[config.mk]
export PLATFORM = sky130hd
export DESIGN_NAME = iads_decoder
export DESIGN_NICKNAME = d
export VERILOG_FILES = /design/src/iads_pkg.sv /design/src/iads_decoder.sv
export VERILOG_INCLUDE_DIRS = /design/src
export SDC_FILE = /design/constraint.sdc
export NUM_CORES = 1
export LEC_CHECK = 0
export BUFFER_PORTS_ARGS = -buffer_cell sky130_fd_sc_hd__buf_2
export CAP_MARGIN = 40
export CORE_UTILIZATION = 60
export CTS_CLUSTER_DIAMETER = 100
export DETAILED_ROUTE_END_ITERATION = 8
export PLACE_DENSITY = 0.83
export SYNTH_ARGS = -nofsm -noshare
export SYNTH_HDL_FRONTEND = slang
export SYNTH_SLANG_ARGS = --single-unit
[constraint.sdc]
create_clock -name i_clk -period 12.9 [get_ports i_clk]
set_clock_uncertainty 0.1 [all_clocks]
set_input_delay 0.645 -clock i_clk [delete_from_list [all_inputs] [get_ports i_clk]]
set_output_delay 0.645 -clock i_clk [all_outputs]
set_load 0.05 [all_outputs]
[src/iads_cfg.svh]
`ifndef IADS_CFG_SVH
`define IADS_CFG_SVH

// opcode byte views: hi[7:6] sel[5:3] form[2] dir[1] wide[0]
`define IADS_HI_ALU 2'b00
`define IADS_OP_IMM_GRP 6'b100000
`define IADS_OP_INC_GRP 7'b1111111
`define IADS_OP_INC_SHORT 5'b01000
`define IADS_OP_SET_DIR 8'hfd
`define IADS_OP_SET_IE 8'hfb

// operation select values, shared by opcode bits and the addressing byte
`define IADS_SEL_ADD 3'b000
`define IADS_SEL_ADC 3'b010
`define IADS_SEL_SBB 3'b011
`define IADS_SEL_SUB 3'b101
`define IADS_SEL_INC 3'b000

// addressing byte decode
`define IADS_MOD_REG 2'b11
`define IADS_MOD_NODISP 2'b00
`define IADS_MOD_DISP8 2'b01
`define IADS_MOD_DISP32 2'b10
`define IADS_RM_SIB 3'b100
`define IADS_RM_DISP32 3'b101

// trailing byte counts
`define IADS_LEN_NONE 3'd0
`define IADS_LEN_BYTE 3'd1
`define IADS_LEN_WORD 3'd4
`define IADS_LEFT_LAST 3'd1

// execution clock counts, identical in every operating mode
`define IADS_CLK_REG 4'd2
`define IADS_CLK_MEM_DST 4'd7
`define IADS_CLK_MEM_SRC 4'd6
`define IADS_CLK_INC_MEM 4'd6
`define IADS_CLK_SET_DIR 4'd2
`define IADS_CLK_SET_IE 4'd8
`define IADS_CNT_LAST 4'd1

// byte operands are lifted to the top lane so flags come from bit 31/32
`define IADS_BYTE_SHIFT 6'd24
`define IADS_WORD_SHIFT 6'd0

// reset values
`define IADS_READY_RST 1'b1
`define IADS_DIR_FLAG_RST 1'b0
`define IADS_IE_FLAG_RST 1'b0

`endif

[src/iads_pkg.sv]
`default_nettype none
package iads_pkg;

	typedef enum logic [3:0] {
		IADS_K_NONE,
		IADS_K_ADD,
		IADS_K_ADC,
		IADS_K_SUB,
		IADS_K_SBB,
		IADS_K_INC,
		IADS_K_SET_DIR,
		IADS_K_SET_IE
	} iads_kind_e;

	typedef enum logic [2:0] {
		IADS_S_OPC,
		IADS_S_MODRM,
		IADS_S_SIB,
		IADS_S_DISP,
		IADS_S_IMM,
		IADS_S_EXEC
	} iads_state_e;

	typedef struct packed {
		logic [1:0] hi;
		logic [2:0] sel;
		logic form;
		logic dir;
		logic wide;
	} iads_grp_s;

	typedef struct packed {
		logic [1:0] mode;
		logic [2:0] sel;
		logic [2:0] rm;
	} iads_modrm_s;

	typedef struct packed {
		logic [1:0] scale;
		logic [2:0] index;
		logic [2:0] base;
	} iads_sib_s;

	typedef struct packed {
		iads_kind_e kind;
		logic wide;
		logic dir;
		logic sext;
		logic use_imm;
		logic acc;
		logic mem;
		logic [2:0] reg_sel;
		logic [2:0] rm;
		logic [31:0] imm;
		logic [3:0] clocks;
	} iads_dec_s;

	typedef struct packed {
		logic cf;
		logic zf;
		logic sf;
		logic of;
	} iads_flags_s;

	typedef struct packed {
		iads_state_e st;
		iads_dec_s dec;
		logic [1:0] mode;
		logic [3:0] cnt;
		logic [2:0] left;
		logic ready;
		logic done;
		logic illegal;
		logic [31:0] result;
		iads_flags_s flags;
		logic dir_flag;
		logic ie_flag;
	} iads_state_s;

endpackage
`default_nettype wire

[src/iads_decoder.sv]
`timescale 1ns/1ps
`default_nettype none
`include "iads_cfg.svh"

// Behaviour
// - register-to-register add completes in 2 clocks
// - add from register into memory takes 7 clocks
// - add from memory into register takes 6 clocks
// - immediate group select 000 is add: 2 clocks register, 7 memory
// - accumulator short add with immediate takes 2 clocks
// - register-to-register add with carry completes in 2 clocks
// - add with carry into memory takes 7 clocks
// - add with carry from memory into register takes 6 clocks
// - immediate group select 010 is add with carry: 2 or 7 clocks
// - accumulator short add with carry takes 2 clocks
// - plus-one group select 000 takes 2 clocks register, 6 memory
// - register-to-register subtract completes in 2 clocks
// - subtract updating memory from register takes 7 clocks
// - subtract from memory into register takes 6 clocks
// - immediate group select 101 is subtract: 2 or 7 clocks
// - accumulator short subtract takes 2 clocks
// - register-to-register subtract with borrow completes in 2 clocks
// - subtract with borrow updating memory takes 7 clocks
// - subtract with borrow from memory into register takes 6 clocks
// - immediate group select 011 is subtract with borrow: 2 or 7 clocks
// - set direction flag operation completes in 2 clocks
// - set interrupt enable operation completes in 8 clocks
module iads_decoder (
	input wire logic i_clk,
	input wire logic i_resetn,
	input wire logic i_ce,
	input wire logic i_byte_valid,
	input wire logic [7:0] i_byte,
	input wire logic [31:0] i_dst_val,
	input wire logic [31:0] i_src_val,
	input wire logic i_carry_flag,
	output logic o_ready,
	output logic o_done,
	output logic o_illegal,
	output var iads_pkg::iads_dec_s o_dec,
	output logic [31:0] o_result,
	output var iads_pkg::iads_flags_s o_flags,
	output logic o_dir_flag,
	output logic o_int_en
);

	iads_pkg::iads_state_s s_r;
	iads_pkg::iads_state_s s_nxt;
	iads_pkg::iads_grp_s op;
	iads_pkg::iads_modrm_s mr;
	iads_pkg::iads_sib_s sb;
	logic take;
	logic sub_op;
	logic cin;
	logic [5:0] sh;
	logic [31:0] opa;
	logic [31:0] opb;
	logic [31:0] b_raw;
	logic [32:0] cin_v;
	logic [32:0] res;
	logic [31:0] alu_res;
	iads_pkg::iads_flags_s alu_flags;

	function automatic iads_pkg::iads_kind_e kind_of(input logic [2:0] sel);
		case (sel)
			`IADS_SEL_ADD: kind_of = iads_pkg::IADS_K_ADD;
			`IADS_SEL_ADC: kind_of = iads_pkg::IADS_K_ADC;
			`IADS_SEL_SBB: kind_of = iads_pkg::IADS_K_SBB;
			`IADS_SEL_SUB: kind_of = iads_pkg::IADS_K_SUB;
			default: kind_of = iads_pkg::IADS_K_NONE;
		endcase
	endfunction

	// displacement bytes only keep the stream aligned; the address is formed elsewhere
	function automatic logic [2:0] disp_len(input logic [1:0] mode, input logic [2:0] base);
		if (mode == `IADS_MOD_DISP8) begin
			disp_len = `IADS_LEN_BYTE;
		end else if (mode == `IADS_MOD_DISP32) begin
			disp_len = `IADS_LEN_WORD;
		end else if (mode == `IADS_MOD_NODISP && base == `IADS_RM_DISP32) begin
			disp_len = `IADS_LEN_WORD;
		end else begin
			disp_len = `IADS_LEN_NONE;
		end
	endfunction

	function automatic logic [2:0] imm_len(input logic wide, input logic sext);
		imm_len = (wide && !sext) ? `IADS_LEN_WORD : `IADS_LEN_BYTE;
	endfunction

	function automatic iads_pkg::iads_state_s after_addr(input iads_pkg::iads_state_s s, input logic [2:0] disp);
		iads_pkg::iads_state_s t;
		t = s;
		if (disp != `IADS_LEN_NONE) begin
			t.left = disp;
			t.st = iads_pkg::IADS_S_DISP;
		end else if (s.dec.use_imm) begin
			t.left = imm_len(s.dec.wide, s.dec.sext);
			t.st = iads_pkg::IADS_S_IMM;
		end else begin
			t.cnt = s.dec.clocks;
			t.st = iads_pkg::IADS_S_EXEC;
		end
		return t;
	endfunction

	assign op = iads_pkg::iads_grp_s'(i_byte);
	assign mr = iads_pkg::iads_modrm_s'(i_byte);
	assign sb = iads_pkg::iads_sib_s'(i_byte);
	assign take = i_byte_valid && s_r.ready;

	// byte operands move to the top lane, so one 32-bit adder yields every flag except the carry that plus-one keeps
	assign sh = s_r.dec.wide ? `IADS_WORD_SHIFT : `IADS_BYTE_SHIFT;
	assign sub_op = s_r.dec.kind == iads_pkg::IADS_K_SUB || s_r.dec.kind == iads_pkg::IADS_K_SBB;
	assign cin = (s_r.dec.kind == iads_pkg::IADS_K_ADC || s_r.dec.kind == iads_pkg::IADS_K_SBB) && i_carry_flag;
	assign b_raw = s_r.dec.use_imm ? s_r.dec.imm : (s_r.dec.kind == iads_pkg::IADS_K_INC ? 32'h1 : i_src_val);
	assign opa = i_dst_val << sh;
	assign opb = b_raw << sh;
	assign cin_v = {32'h0, cin} << sh;
	assign res = sub_op ? ({1'b0, opa} - {1'b0, opb} - cin_v) : ({1'b0, opa} + {1'b0, opb} + cin_v);
	assign alu_res = res[31:0] >> sh;
	assign alu_flags.cf = (s_r.dec.kind == iads_pkg::IADS_K_INC) ? i_carry_flag : res[32];
	assign alu_flags.zf = res[31:0] == 32'h0;
	assign alu_flags.sf = res[31];
	assign alu_flags.of = sub_op ? ((opa[31] ^ opb[31]) & (opa[31] ^ res[31]))
		: (~(opa[31] ^ opb[31]) & (opa[31] ^ res[31]));

	always_comb begin
		s_nxt = s_r;
		s_nxt.done = 1'b0;
		s_nxt.illegal = 1'b0;
		case (s_r.st)
			iads_pkg::IADS_S_OPC: begin
				if (take) begin
					s_nxt.dec = '0;
					s_nxt.dec.wide = op.wide;
					s_nxt.dec.dir = op.dir;
					if (op.hi == `IADS_HI_ALU && !op.form && kind_of(op.sel) != iads_pkg::IADS_K_NONE) begin
						s_nxt.dec.kind = kind_of(op.sel);
						s_nxt.st = iads_pkg::IADS_S_MODRM;
					end else if (op.hi == `IADS_HI_ALU && op.form && !op.dir
						&& kind_of(op.sel) != iads_pkg::IADS_K_NONE) begin
						s_nxt.dec.kind = kind_of(op.sel);
						s_nxt.dec.dir = 1'b1;
						s_nxt.dec.use_imm = 1'b1;
						s_nxt.dec.acc = 1'b1;
						s_nxt.dec.clocks = `IADS_CLK_REG;
						s_nxt.left = imm_len(op.wide, 1'b0);
						s_nxt.st = iads_pkg::IADS_S_IMM;
					end else if ({op.hi, op.sel, op.form} == `IADS_OP_IMM_GRP) begin
						s_nxt.dec.use_imm = 1'b1;
						s_nxt.dec.sext = op.dir;
						s_nxt.dec.dir = 1'b0;
						s_nxt.st = iads_pkg::IADS_S_MODRM;
					end else if ({op.hi, op.sel, op.form, op.dir} == `IADS_OP_INC_GRP) begin
						s_nxt.dec.kind = iads_pkg::IADS_K_INC;
						s_nxt.dec.dir = 1'b0;
						s_nxt.st = iads_pkg::IADS_S_MODRM;
					end else if ({mr.mode, mr.sel} == `IADS_OP_INC_SHORT) begin
						s_nxt.dec.kind = iads_pkg::IADS_K_INC;
						s_nxt.dec.wide = 1'b1;
						s_nxt.dec.rm = mr.rm;
						s_nxt.dec.clocks = `IADS_CLK_REG;
						s_nxt.cnt = `IADS_CLK_REG;
						s_nxt.st = iads_pkg::IADS_S_EXEC;
					end else if (i_byte == `IADS_OP_SET_DIR) begin
						s_nxt.dec.kind = iads_pkg::IADS_K_SET_DIR;
						s_nxt.dec.clocks = `IADS_CLK_SET_DIR;
						s_nxt.cnt = `IADS_CLK_SET_DIR;
						s_nxt.st = iads_pkg::IADS_S_EXEC;
					end else if (i_byte == `IADS_OP_SET_IE) begin
						s_nxt.dec.kind = iads_pkg::IADS_K_SET_IE;
						s_nxt.dec.clocks = `IADS_CLK_SET_IE;
						s_nxt.cnt = `IADS_CLK_SET_IE;
						s_nxt.st = iads_pkg::IADS_S_EXEC;
					end else begin
						s_nxt.illegal = 1'b1;
					end
				end
			end
			iads_pkg::IADS_S_MODRM: begin
				if (take) begin
					s_nxt.mode = mr.mode;
					s_nxt.dec.reg_sel = mr.sel;
					s_nxt.dec.rm = mr.rm;
					s_nxt.dec.mem = mr.mode != `IADS_MOD_REG;
					if (s_r.dec.use_imm) begin
						s_nxt.dec.kind = kind_of(mr.sel);
					end
					if (!s_nxt.dec.mem) begin
						s_nxt.dec.clocks = `IADS_CLK_REG;
					end else if (s_r.dec.kind == iads_pkg::IADS_K_INC) begin
						s_nxt.dec.clocks = `IADS_CLK_INC_MEM;
					end else if (s_r.dec.use_imm || !s_r.dec.dir) begin
						s_nxt.dec.clocks = `IADS_CLK_MEM_DST;
					end else begin
						s_nxt.dec.clocks = `IADS_CLK_MEM_SRC;
					end
					// the stream is not resynchronised after a bad select; the feeder must flush
					if ((s_r.dec.use_imm && kind_of(mr.sel) == iads_pkg::IADS_K_NONE)
						|| (s_r.dec.kind == iads_pkg::IADS_K_INC && mr.sel != `IADS_SEL_INC)) begin
						s_nxt.illegal = 1'b1;
						s_nxt.dec.kind = iads_pkg::IADS_K_NONE;
						s_nxt.st = iads_pkg::IADS_S_OPC;
					end else if (s_nxt.dec.mem && mr.rm == `IADS_RM_SIB) begin
						s_nxt.st = iads_pkg::IADS_S_SIB;
					end else begin
						s_nxt = after_addr(s_nxt, disp_len(mr.mode, mr.rm));
					end
				end
			end
			iads_pkg::IADS_S_SIB: begin
				if (take) begin
					s_nxt = after_addr(s_nxt, disp_len(s_r.mode, sb.base));
				end
			end
			iads_pkg::IADS_S_DISP: begin
				if (take) begin
					s_nxt.left = s_r.left - `IADS_LEFT_LAST;
					if (s_r.left == `IADS_LEFT_LAST) begin
						s_nxt = after_addr(s_nxt, `IADS_LEN_NONE);
					end
				end
			end
			iads_pkg::IADS_S_IMM: begin
				if (take) begin
					s_nxt.left = s_r.left - `IADS_LEFT_LAST;
					s_nxt.dec.imm = {i_byte, s_r.dec.imm[31:8]};
					if (s_r.left == `IADS_LEFT_LAST) begin
						if (imm_len(s_r.dec.wide, s_r.dec.sext) == `IADS_LEN_BYTE) begin
							s_nxt.dec.imm = (s_r.dec.wide && s_r.dec.sext) ? {{24{i_byte[7]}}, i_byte}
								: {24'h0, i_byte};
						end
						s_nxt.cnt = s_r.dec.clocks;
						s_nxt.st = iads_pkg::IADS_S_EXEC;
					end
				end
			end
			iads_pkg::IADS_S_EXEC: begin
				s_nxt.cnt = s_r.cnt - `IADS_CNT_LAST;
				if (s_r.cnt == `IADS_CNT_LAST) begin
					s_nxt.done = 1'b1;
					s_nxt.st = iads_pkg::IADS_S_OPC;
					case (s_r.dec.kind)
						iads_pkg::IADS_K_SET_DIR: s_nxt.dir_flag = 1'b1;
						iads_pkg::IADS_K_SET_IE: s_nxt.ie_flag = 1'b1;
						default: begin
							s_nxt.result = alu_res;
							s_nxt.flags = alu_flags;
						end
					endcase
				end
			end
			default: s_nxt.st = iads_pkg::IADS_S_OPC;
		endcase
		s_nxt.ready = s_nxt.st != iads_pkg::IADS_S_EXEC;
	end

	always_ff @(posedge i_clk or negedge i_resetn) begin
		if (!i_resetn) begin
			s_r <= '0;
			s_r.ready <= `IADS_READY_RST;
			s_r.dir_flag <= `IADS_DIR_FLAG_RST;
			s_r.ie_flag <= `IADS_IE_FLAG_RST;
		end else if (i_ce) begin
			s_r <= s_nxt;
		end
	end

	assign o_ready = s_r.ready;
	assign o_done = s_r.done;
	assign o_illegal = s_r.illegal;
	assign o_dec = s_r.dec;
	assign o_result = s_r.result;
	assign o_flags = s_r.flags;
	assign o_dir_flag = s_r.dir_flag;
	assign o_int_en = s_r.ie_flag;

	// cycles spent executing, for the timing checks only
	logic [3:0] xlen_q;
	logic was_exec_q;
	logic arith_done;
	// gated like the state, so a done held by a low enable still counts as the end of execution
	always_ff @(posedge i_clk or negedge i_resetn) begin
		if (!i_resetn) begin
			xlen_q <= 4'h0;
			was_exec_q <= 1'b0;
		end else if (i_ce) begin
			was_exec_q <= s_r.st == iads_pkg::IADS_S_EXEC;
			if (s_r.st == iads_pkg::IADS_S_EXEC) begin
				xlen_q <= xlen_q + 4'h1;
			end else begin
				xlen_q <= 4'h0;
			end
		end
	end
	assign arith_done = s_r.done && was_exec_q
		&& s_r.dec.kind inside {iads_pkg::IADS_K_ADD, iads_pkg::IADS_K_ADC, iads_pkg::IADS_K_SUB, iads_pkg::IADS_K_SBB};
endmodule
`default_nettype wire

## After elaboration in Yosys (flattened, before gate mapping)

Index checks and enable logic that the tools add are counted.

| storage, ports and cells | value |
|---|---|
| register bits | 105 |
| latch bits | 0 |
| RAM bits | 0 |
| memory bits (read-only) | 0 |
| input bits | 77 |
| output and inout port bits | 93 |
| logic and storage cells | 264 |
| memories | 0 |

| cells by class | value |
|---|---|
| add/sub/neg operators | 6 |
| multipliers | 0 |
| divide/modulo/power cells | 0 |
| magnitude comparators | 0 |
| equality and inequality tests | 48 |
| shift-type cells | 4 |
| mux-type cells | 125 |
| bitwise logic cells | 9 |
| reductions and logical operators | 47 |

Operators by type and width:

| operator | number |
|---|---|
| $mux W105 | 4 |
| $mux W32 | 6 |
| $pmux W32 S5 | 1 |
| $pmux W38 S4 | 1 |
| $mux W4 | 25 |
| $mux W3 | 32 |
| $mux W38 | 2 |
| $mux W7 | 10 |
| $pmux W16 S4 | 1 |
| $shl A32 B5 Y32 | 2 |
| $mux W55 | 1 |
| $mux W48 | 1 |
| $mux W36 | 1 |
| $ne A2 B2 Y1 const B | 18 |
| $add A32 B32 Y33 | 1 |
| $add A33 B33 Y33 | 1 |
| $mux W33 | 1 |
| $shl A1 B5 Y33 | 1 |
| $sub A32 B32 Y33 | 1 |
| $sub A33 B33 Y33 | 1 |
| $logic_not A32 Y1 | 1 |
| $shr A32 B5 Y32 | 1 |
| $reduce_and A7 Y1 | 4 |
| $mux W1 | 26 |
| other kinds (45) | 96 |

## Logic depth before layout (Yosys ltp)

Gate-level depths: netlist of run 1.

| depth | value |
|---|---|
| word-level depth | 17 |
| gate-level depth with buffers | 23 |
| depth with buffers taken out | 22 |

## Least setup slack after synthesis of run 1

No wires, ideal clock.

| timing path | value |
|---|---|
| path type | reg2reg |
| start point | reg s_r (netlist bit o_dec[50]) |
| end point | reg s_r (netlist bit o_flags[2]) |
| library setup time | 122 ps |
| arrival time | 4369 ps |
| data required time | 12678 ps |
| slack | 8309 ps |
| cell stages (with the launch flop) | 23 |
| path buffers | 2 |
| period minus slack after synthesis | 4591 ps |
| cell sequence | dfrtp_1 > clkbuf_1 > nor2b_1 > nand2_1 > clkbuf_1 > nand2_1 > o21ai_0 > nand2_1 > inv_1 > ha_1 > ha_1 > fa_1 > a211oi_1 > o21ai_0 > and4_1 > nand4b_1 > a21o_1 > a21oi_1 > xnor2_1 > a211oi_2 > and4_1 > and4bb_2 > a32o_1 |

| on the way | value |
|---|---|
| longest elaborated chain between the ends | 11 |
| elaborated cells between the ends (all ways) | 25 |
| those cells by class | add/sub: 4; eq/ne: 6; shift: 2; mux: 6; bitwise: 1; reduce/logical: 6 |

Ends and longest elaborated chain:

| item | line | source |
|---|---|---|
| start: declaration | iads_decoder.sv:47 | `iads_pkg::iads_state_s s_r;` |
| start signal: assignment | iads_decoder.sv:266 | `s_r <= s_nxt;` |
| $eq A4 B3 Y1 | iads_decoder.sv:116, iads_decoder.sv:201 |  |
| $mux W32 (2 in a row) | iads_decoder.sv:116 | `assign b_raw = s_r.dec.use_imm ? s_r.dec.imm : (s_r.dec.kind == iads_pkg::IADS_K_INC ? 32'h1 : i_src_val);` |
| $shl A32 B5 Y32 | iads_decoder.sv:118 | `assign opb = b_raw << sh;` |
| $add A32 B32 Y33 or $sub A32 B32 Y33 (tied branches) | iads_decoder.sv:120 | `assign res = sub_op ? ({1'b0, opa} - {1'b0, opb} - cin_v) : ({1'b0, opa} + {1'b0, opb} + cin_v);` |
| $add A33 B33 Y33 or $sub A33 B33 Y33 (tied branches) | iads_decoder.sv:120 |  |
| $mux W33 | iads_decoder.sv:120 |  |
| $logic_not A32 Y1 | iads_decoder.sv:123 | `assign alu_flags.zf = res[31:0] == 32'h0;` |
| $mux W36 | iads_decoder.sv:244 | `case (s_r.dec.kind)` |
| $mux W38 | iads_decoder.sv:241 | `` if (s_r.cnt == `IADS_CNT_LAST) begin `` |
| $pmux W38 S4 | iads_decoder.sv:132 | `case (s_r.st)` |

Parallel ways exist; a longest one is shown, timed or not. The select of a mux whose other input is x is not followed.
A chain may end at the register's enable or synchronous reset.

## Worst setup path in the final report of run 1

Same ends and word-level chain as after synthesis.

==> impl_results.md, run 1 <==
- Multiplexer share of the synthesized area: 0.0358
- Clock buffer depth: 2
- Global-route wire length before repair: 56600 um
- CP max-delay cell: nand2_1
- Initial antenna violation count: 0
- Area fraction in compound gates after synthesis: 0.241
- RePlAce Congestion: 1.04
- CTS resizes: 0
- Final setup violation count: 0
- Async SR Flop Fraction: 1.00
- Die Wd: 141 um
- Final Cycle Share: 0.481
- Fillers: 1743
- Final WL: 36600 um
- Drc violations: 0
- Max-cap violations: 0
- Initial DRC count: 1285
- WL met3: 3590 um
- Most frequent cells in the layout: nand2_1, buf_2, a21oi_1, o21ai_0, nor2_1
- Worst min path class: primary input to asynchronous set/reset pin
- Syn-to-layout area delta: 5.30%
- CP max stage delay: 0.70 ns
- Share of cells above drive strength 1: 0.143
- Crit start category: flop
- Area of the multi-input gates: 7770 sq um
- Crit path required time: 13.11 ns
- Root Driver: clkbuf_16
- Primary FF master, synth: dfrtp_1
- IO Port Bufs: 168
- Post-synthesis adder-cell area fraction: 0.145
- FF+latch area: 2580 sq um
- CP endpoint kind: flop
- Grt ovf: 0
- FF-to-FF setup slack: 6.69 ns
- Largest cells by area after synthesis: dfrtp_1, ha_1, o21ai_0
- Most frequent CP cell: nand2_1
- Mapped cell area: 11700 sq um
- CTS HTree Levels: 3
- DIE AREA: 20000 sq um
- Post-synthesis register bit count: 103
- I/O pin count: 170
- Measured slew at the worst slew-check pin: 0.937 ns
- Die height: 141 um
- Commonest non-fill, non-tap cell in the layout: nand2_1
- Crit-path max FO: 30
- Hold Vio Cnt, Final: 0
- Post-Synth Simple-Gate Area: 0.199
- YS warnings: 0
- Pins Over Slew Limit: 0
- Sequential fraction of the synthesis area: 0.221
- DR top layer: met4
- Final nets: 1772
- Routed len/inst: 20.0 um
- Clk Latency, worst-skew pair: 0.37 ns
- Area leader, netlist: dfrtp_1
- Clock sinks: 103
- Crit path DAT: 6.42 ns
- Detailed placement HPWL: 29000 um
- Largest family of logic cells by synthesized area: compound AO/OA/AOI/OAI gates
- Critical path class: flop to flop
- First drt pass iteration count: 8
- Yosys top cell area share: 0.219
- Starting density of the core: 0.617
- Synth Area in XOR/XNOR: 0.0428
- Core Box Area: 18900 sq um
- WL met2: 15900 um
- Post-Syn Instances: 1542
- Routed Antenna Nets: 0
- DR vias: 11500
- Postcts setup bufs: 0
- Largest net degree at the start of global routing: 63
- TritonCTS Buffers: 9
- Distinct cells, synth: 74
- Vias per inst: 6.28
- TritonCTS clock tree: done
- Fmax: 161 MHz
- GRT Overall Usage: 0.363
- Crit path cell chain: nor2b_1, nand2_1, nand2_1, o21ai_0, nand2_1, inv_1, ha_1, ha_1, fa_1, a211oi_1, o21ai_0, a211oi_1, a21oi_1, xnor2_1, a211oi_1, nand2_1, nor4bb_1, and4_1, and4bb_2, a32o_1
- Clock Pin Slew Worst Setup and Hold Paths: 0.09 ns
- Min cycle time layout: 6.21 ns
- Number of enable flip-flop cells after synthesis: 0
- TNS Setup: 0 ns
- Number of global-route vias before repair: 10402
- Worst slew margin: 0.373
- Run status: completed
- Std-Cell Rows: 50
- Met1 wire length: 15800 um
- CTS Hold Bufs: 0
- RSZ-0062 raised after global routing: false
- Synth Area per Inst: 7.56 sq um
- # diodes: 0
[kinds of logic (layout without fill, tap and decap cells)]
| kind of cell | after synthesis | after routing |
|---|---|---|
| xor+xnor | 57 | 57 |
| fa+ha+maj | 130 | 130 |
| flops | 103 | 103 |
| other cells | 2 | 4 |
| simple gates | 493 | 493 |
| compound gates | 453 | 453 |
| buf+inv | 265 | 291 |
| mux | 39 | 39 |
[sequential cells by signal, indices dropped and copies added, names as in the netlist]
register    cells
o_dec          50
o_dir_flag      1
o_done          1
o_flags         4
o_illegal       1
o_int_en        1
o_ready         1
o_result       32
s_r            12
[critical path, delay by kind of cell (launching register included)]
family                   cells  cell delay, ns
AO/OA/AOI/OAI                7            2.26
AND/OR/NAND/NOR              8            2.04
adder cells (fa/ha/maj)      3            0.95
flip-flops                   1            0.48
XOR/XNOR                     1            0.17
buffers and inverters        1            0.13
[metal layers]
layer | vias up | global-route usage
li1 | 5374 | -
met1 | 5314 | 0.516
met2 | 716 | 0.555
met3 | 96 | 0.0523
met4 | 0 | 0.145
met5 | - | 0
[stage by stage]
| step | cells | hold WS (ns) | util | area, sq um | worst slack (ns) |
|---|---|---|---|---|---|
| final | 1830 | 0.148 | 0.650 | 12300 | 6.69 |
| after global routing | 1830 | 0.202 | 0.650 | 12300 | 6.43 |
| after CTS | 1830 | 0.174 | 0.650 | 12300 | 6.86 |
| after detailed placement | 1814 | 0.358 | 0.634 | 12000 | 6.91 |
| after global placement | 1813 | 0.344 | 0.632 | 11900 | 7.00 |
| after floorplan | 1544 | 0.249 | - | 11700 | 8.31 |
[worst paths after layout]
path | start | endpoint | depth (start not counted)
worst max-delay path | o_dec[50]$_DFFE_PN0P_ | o_flags[2]$_DFFE_PN0P_ | 20
worst min-delay path | i_resetn | s_r[45]$_DFFE_PN0P_ | 1
worst max register to register | o_dec[50]$_DFFE_PN0P_ | o_flags[2]$_DFFE_PN0P_ | 20
worst min register to register | o_dir_flag$_DFFE_PN0P_ | o_dir_flag$_DFFE_PN0P_ | 2
max in group asynchronous | i_resetn | o_dec[47]$_DFFE_PN0P_ | 2
min in group i_clk | o_dir_flag$_DFFE_PN0P_ | o_dir_flag$_DFFE_PN0P_ | 2
[layout make-up]
class / count / share of cell area
tap: 260 / 0.0265
inverter: 98 / 0.0300
clock inverter: 7 / 0.00703
sequential: 103 / 0.210
multi-input combinational: 1176 / 0.632
timing repair buffer: 177 / 0.0758
clock buffer: 9 / 0.0183
[cell usage after synthesis (all sizes together), types with 12 or more instances]
library cell	count
xor2	23
and2	36
nand2	173
mux2i	27
and3	30
a21o	35
mux2	12
clkbuf	68
buf	99
xnor2	34
a31oi	23
dfrtp	102
a21oi	136
ha	122
nand3	24
inv	96
a22o	19
a211oi	14
nor2	131
nand4	14
o21ai	142
nand2b	15
nor3	23
Power of run 1 is not shown: default switching activity piles up to over one toggle a cycle in this logic, so the estimate is an artifact.
==> inputs of run 2 (changes only) <==
--- a/config.mk
+++ b/config.mk
@@ -8,10 +8,10 @@
 export LEC_CHECK = 0
 export BUFFER_PORTS_ARGS = -buffer_cell sky130_fd_sc_hd__buf_2
 export CAP_MARGIN = 40
-export CORE_UTILIZATION = 60
+export CORE_UTILIZATION = 54
 export CTS_CLUSTER_DIAMETER = 100
 export DETAILED_ROUTE_END_ITERATION = 8
-export PLACE_DENSITY = 0.83
+export PLACE_DENSITY = 0.79
 export SYNTH_ARGS = -nofsm -noshare
 export SYNTH_HDL_FRONTEND = slang
 export SYNTH_SLANG_ARGS = --single-unit
==> constraint.sdc (replaced) <==
create_clock -name i_clk -period 5.7 [get_ports i_clk]
set_clock_uncertainty 0.1 [all_clocks]
set_input_delay 0.285 -clock i_clk [delete_from_list [all_inputs] [get_ports i_clk]]
set_output_delay 0.285 -clock i_clk [all_outputs]
set_load 0.05 [all_outputs]
==> impl_results.md, run 2 (synthesis results as in run 1) <==
- Run status: completed
- Global-route wire length before repair: 58000 um
- Die height: 149 um
- Final Cell Area: 12500 sq um
- Most frequent cells in the layout: nand2_1, buf_2, a21oi_1
- Detailed placement HPWL: 29500 um
- IO Port Bufs: 168
- Hold WS: 0.199 ns
- Most frequent CP cell: nand2_1
- RePlAce Congestion: 0.989
- FF+latch area: 2580 sq um
- Clk Latency, worst-skew pair: 0.36 ns
- Share of cells above drive strength 1: 0.152
- Routed len/inst: 19.8 um
- Measured slew at the worst slew-check pin: 0.843 ns
- Drc violations: 0
- Vias per inst: 6.13
- Final setup violation count: 0
- Crit path required time: 5.89 ns
- Max FFs per register: 50
- CP endpoint kind: flop
- Grt ovf: 0
- Worst slew margin: 0.434
- Largest net degree at the start of global routing: 61
- Initial antenna violation count: 0
- Worst min path class: primary input to flop
- Min cycle time layout: 5.44 ns
- Clock sinks: 103
- TNS Setup: 0 ns
- CP max-delay cell: fa_1
- Die Wd: 149 um
- Hold Vio Cnt, Final: 0
- Syn-to-layout area delta: 6.83%
- CTS HTree Levels: 3
- First drt pass iteration count: 5
- I/O pin count: 170
- Max-cap violations: 0
- GRT Overall Usage: 0.337
- Std-Cell Rows: 53
- CP max stage delay: 0.51 ns
- Placed Instance Area: 12100 sq um
- Final nets: 1786
- RSZ-0062 raised after global routing: false
- Fmax: 184 MHz
- Clock buffer depth: 2
- TritonCTS clock tree: done
- Crit start category: flop
- Final Cycle Share: 0.954
- Crit path DAT: 5.63 ns
- Crit path cell chain: nor2b_1, nand2_1, nand2_1, o21ai_1, nand2_1, inv_1, ha_1, ha_1, fa_1, a211oi_2, o21ai_1, a211oi_1, a21oi_1, xnor2_1, a211oi_1, buf_4, nand2_1, nor4bb_1, and4_1, and4bb_2, a32o_1
- Fillers: 1979
- TritonCTS Buffers: 9
- Initial DRC count: 1227
- Commonest non-fill, non-tap cell in the layout: nand2_1
- # diodes: 0
- Clock Pin Slew Worst Setup and Hold Paths: 0.08 ns
- Pins Over Slew Limit: 0
- Final WL: 36800 um
- Postcts setup bufs: 0
- DR vias: 11402
- DIE AREA: 22200 sq um
- Number of global-route vias before repair: 10427
- FF-to-FF setup slack: 0.26 ns
- Core Box Area: 21100 sq um
- Routed Antenna Nets: 0
- Crit-path max FO: 9
- Root Driver: clkbuf_16
- Starting density of the core: 0.553
- Critical path class: flop to flop
- Area of the multi-input gates: 7770 sq um
run 2: cell count changes in the layout (fill, tap and decap cells not counted), moves of 2 or more:
cell      previous run  this run
clkinv_8             3         1
buf_8                0         2
buf_4                9        18
o21ai_1              4         7
clkinv_4             2         0
o21ai_0            136       133
run 2: path summary, 6_finish.rpt:
path | cells after the start | startpoint | endpoint
min in group asynchronous | 2 | i_resetn | o_dec[26]$_DFFE_PN0P_
max in group asynchronous | 4 | i_resetn | o_result[13]$_DFFE_PN0P_
worst max-delay path | 21 | o_dec[50]$_DFFE_PN0P_ | o_flags[2]$_DFFE_PN0P_
worst min register to register | 2 | o_dir_flag$_DFFE_PN0P_ | o_dir_flag$_DFFE_PN0P_
worst max register to register | 21 | o_dec[50]$_DFFE_PN0P_ | o_flags[2]$_DFFE_PN0P_
worst min-delay path | 3 | i_ce | o_ready$_DFFE_PN1P_
run 2: layout make-up:
class                   count  area share
multi-input cells        1176       0.624
repair buffers            191      0.0859
clock inverters             6     0.00683
well taps                 275      0.0276
flip-flops and latches    103       0.207
clock buffers              10      0.0192
inverters                  98      0.0295
run 2: per-layer routing:
metal,global-route usage,part of all wire,up-vias
met3,0.0462,0.087,67
met5,0,0,-
met2,0.501,0.43,561
li1,-,-,5394
met1,0.494,0.45,5380
met4,0.120,0.033,0
run 2: critical path, delay by kind of cell (launching register included):
family	cells	cell delay (ns)
flops	1	0.48
compound gates	7	1.84
fa+ha+maj	3	0.96
simple gates	8	1.48
buf+inv	2	0.30
xor+xnor	1	0.22
run 2: per-stage QoR:
stage / setup WS, ns / std cells / utilization
finish: 0.263 / 1859 / 0.591
global route: 0.00263 / 1859 / 0.591
global placement: 0.249 / 1839 / 0.571
detailed placement: 0.0737 / 1842 / 0.574
CTS: 0.0261 / 1859 / 0.590
floorplan: 1.11 / 1544 / -
run 2: repair_timing:
action | CTS | global route
setup endpoints to repair | 0 | 6
hold buffers | 1 | 0
hold endpoints to repair | 31 | 0
resized for setup | 0 | 7
Power of run 2 is left out for the same reason.
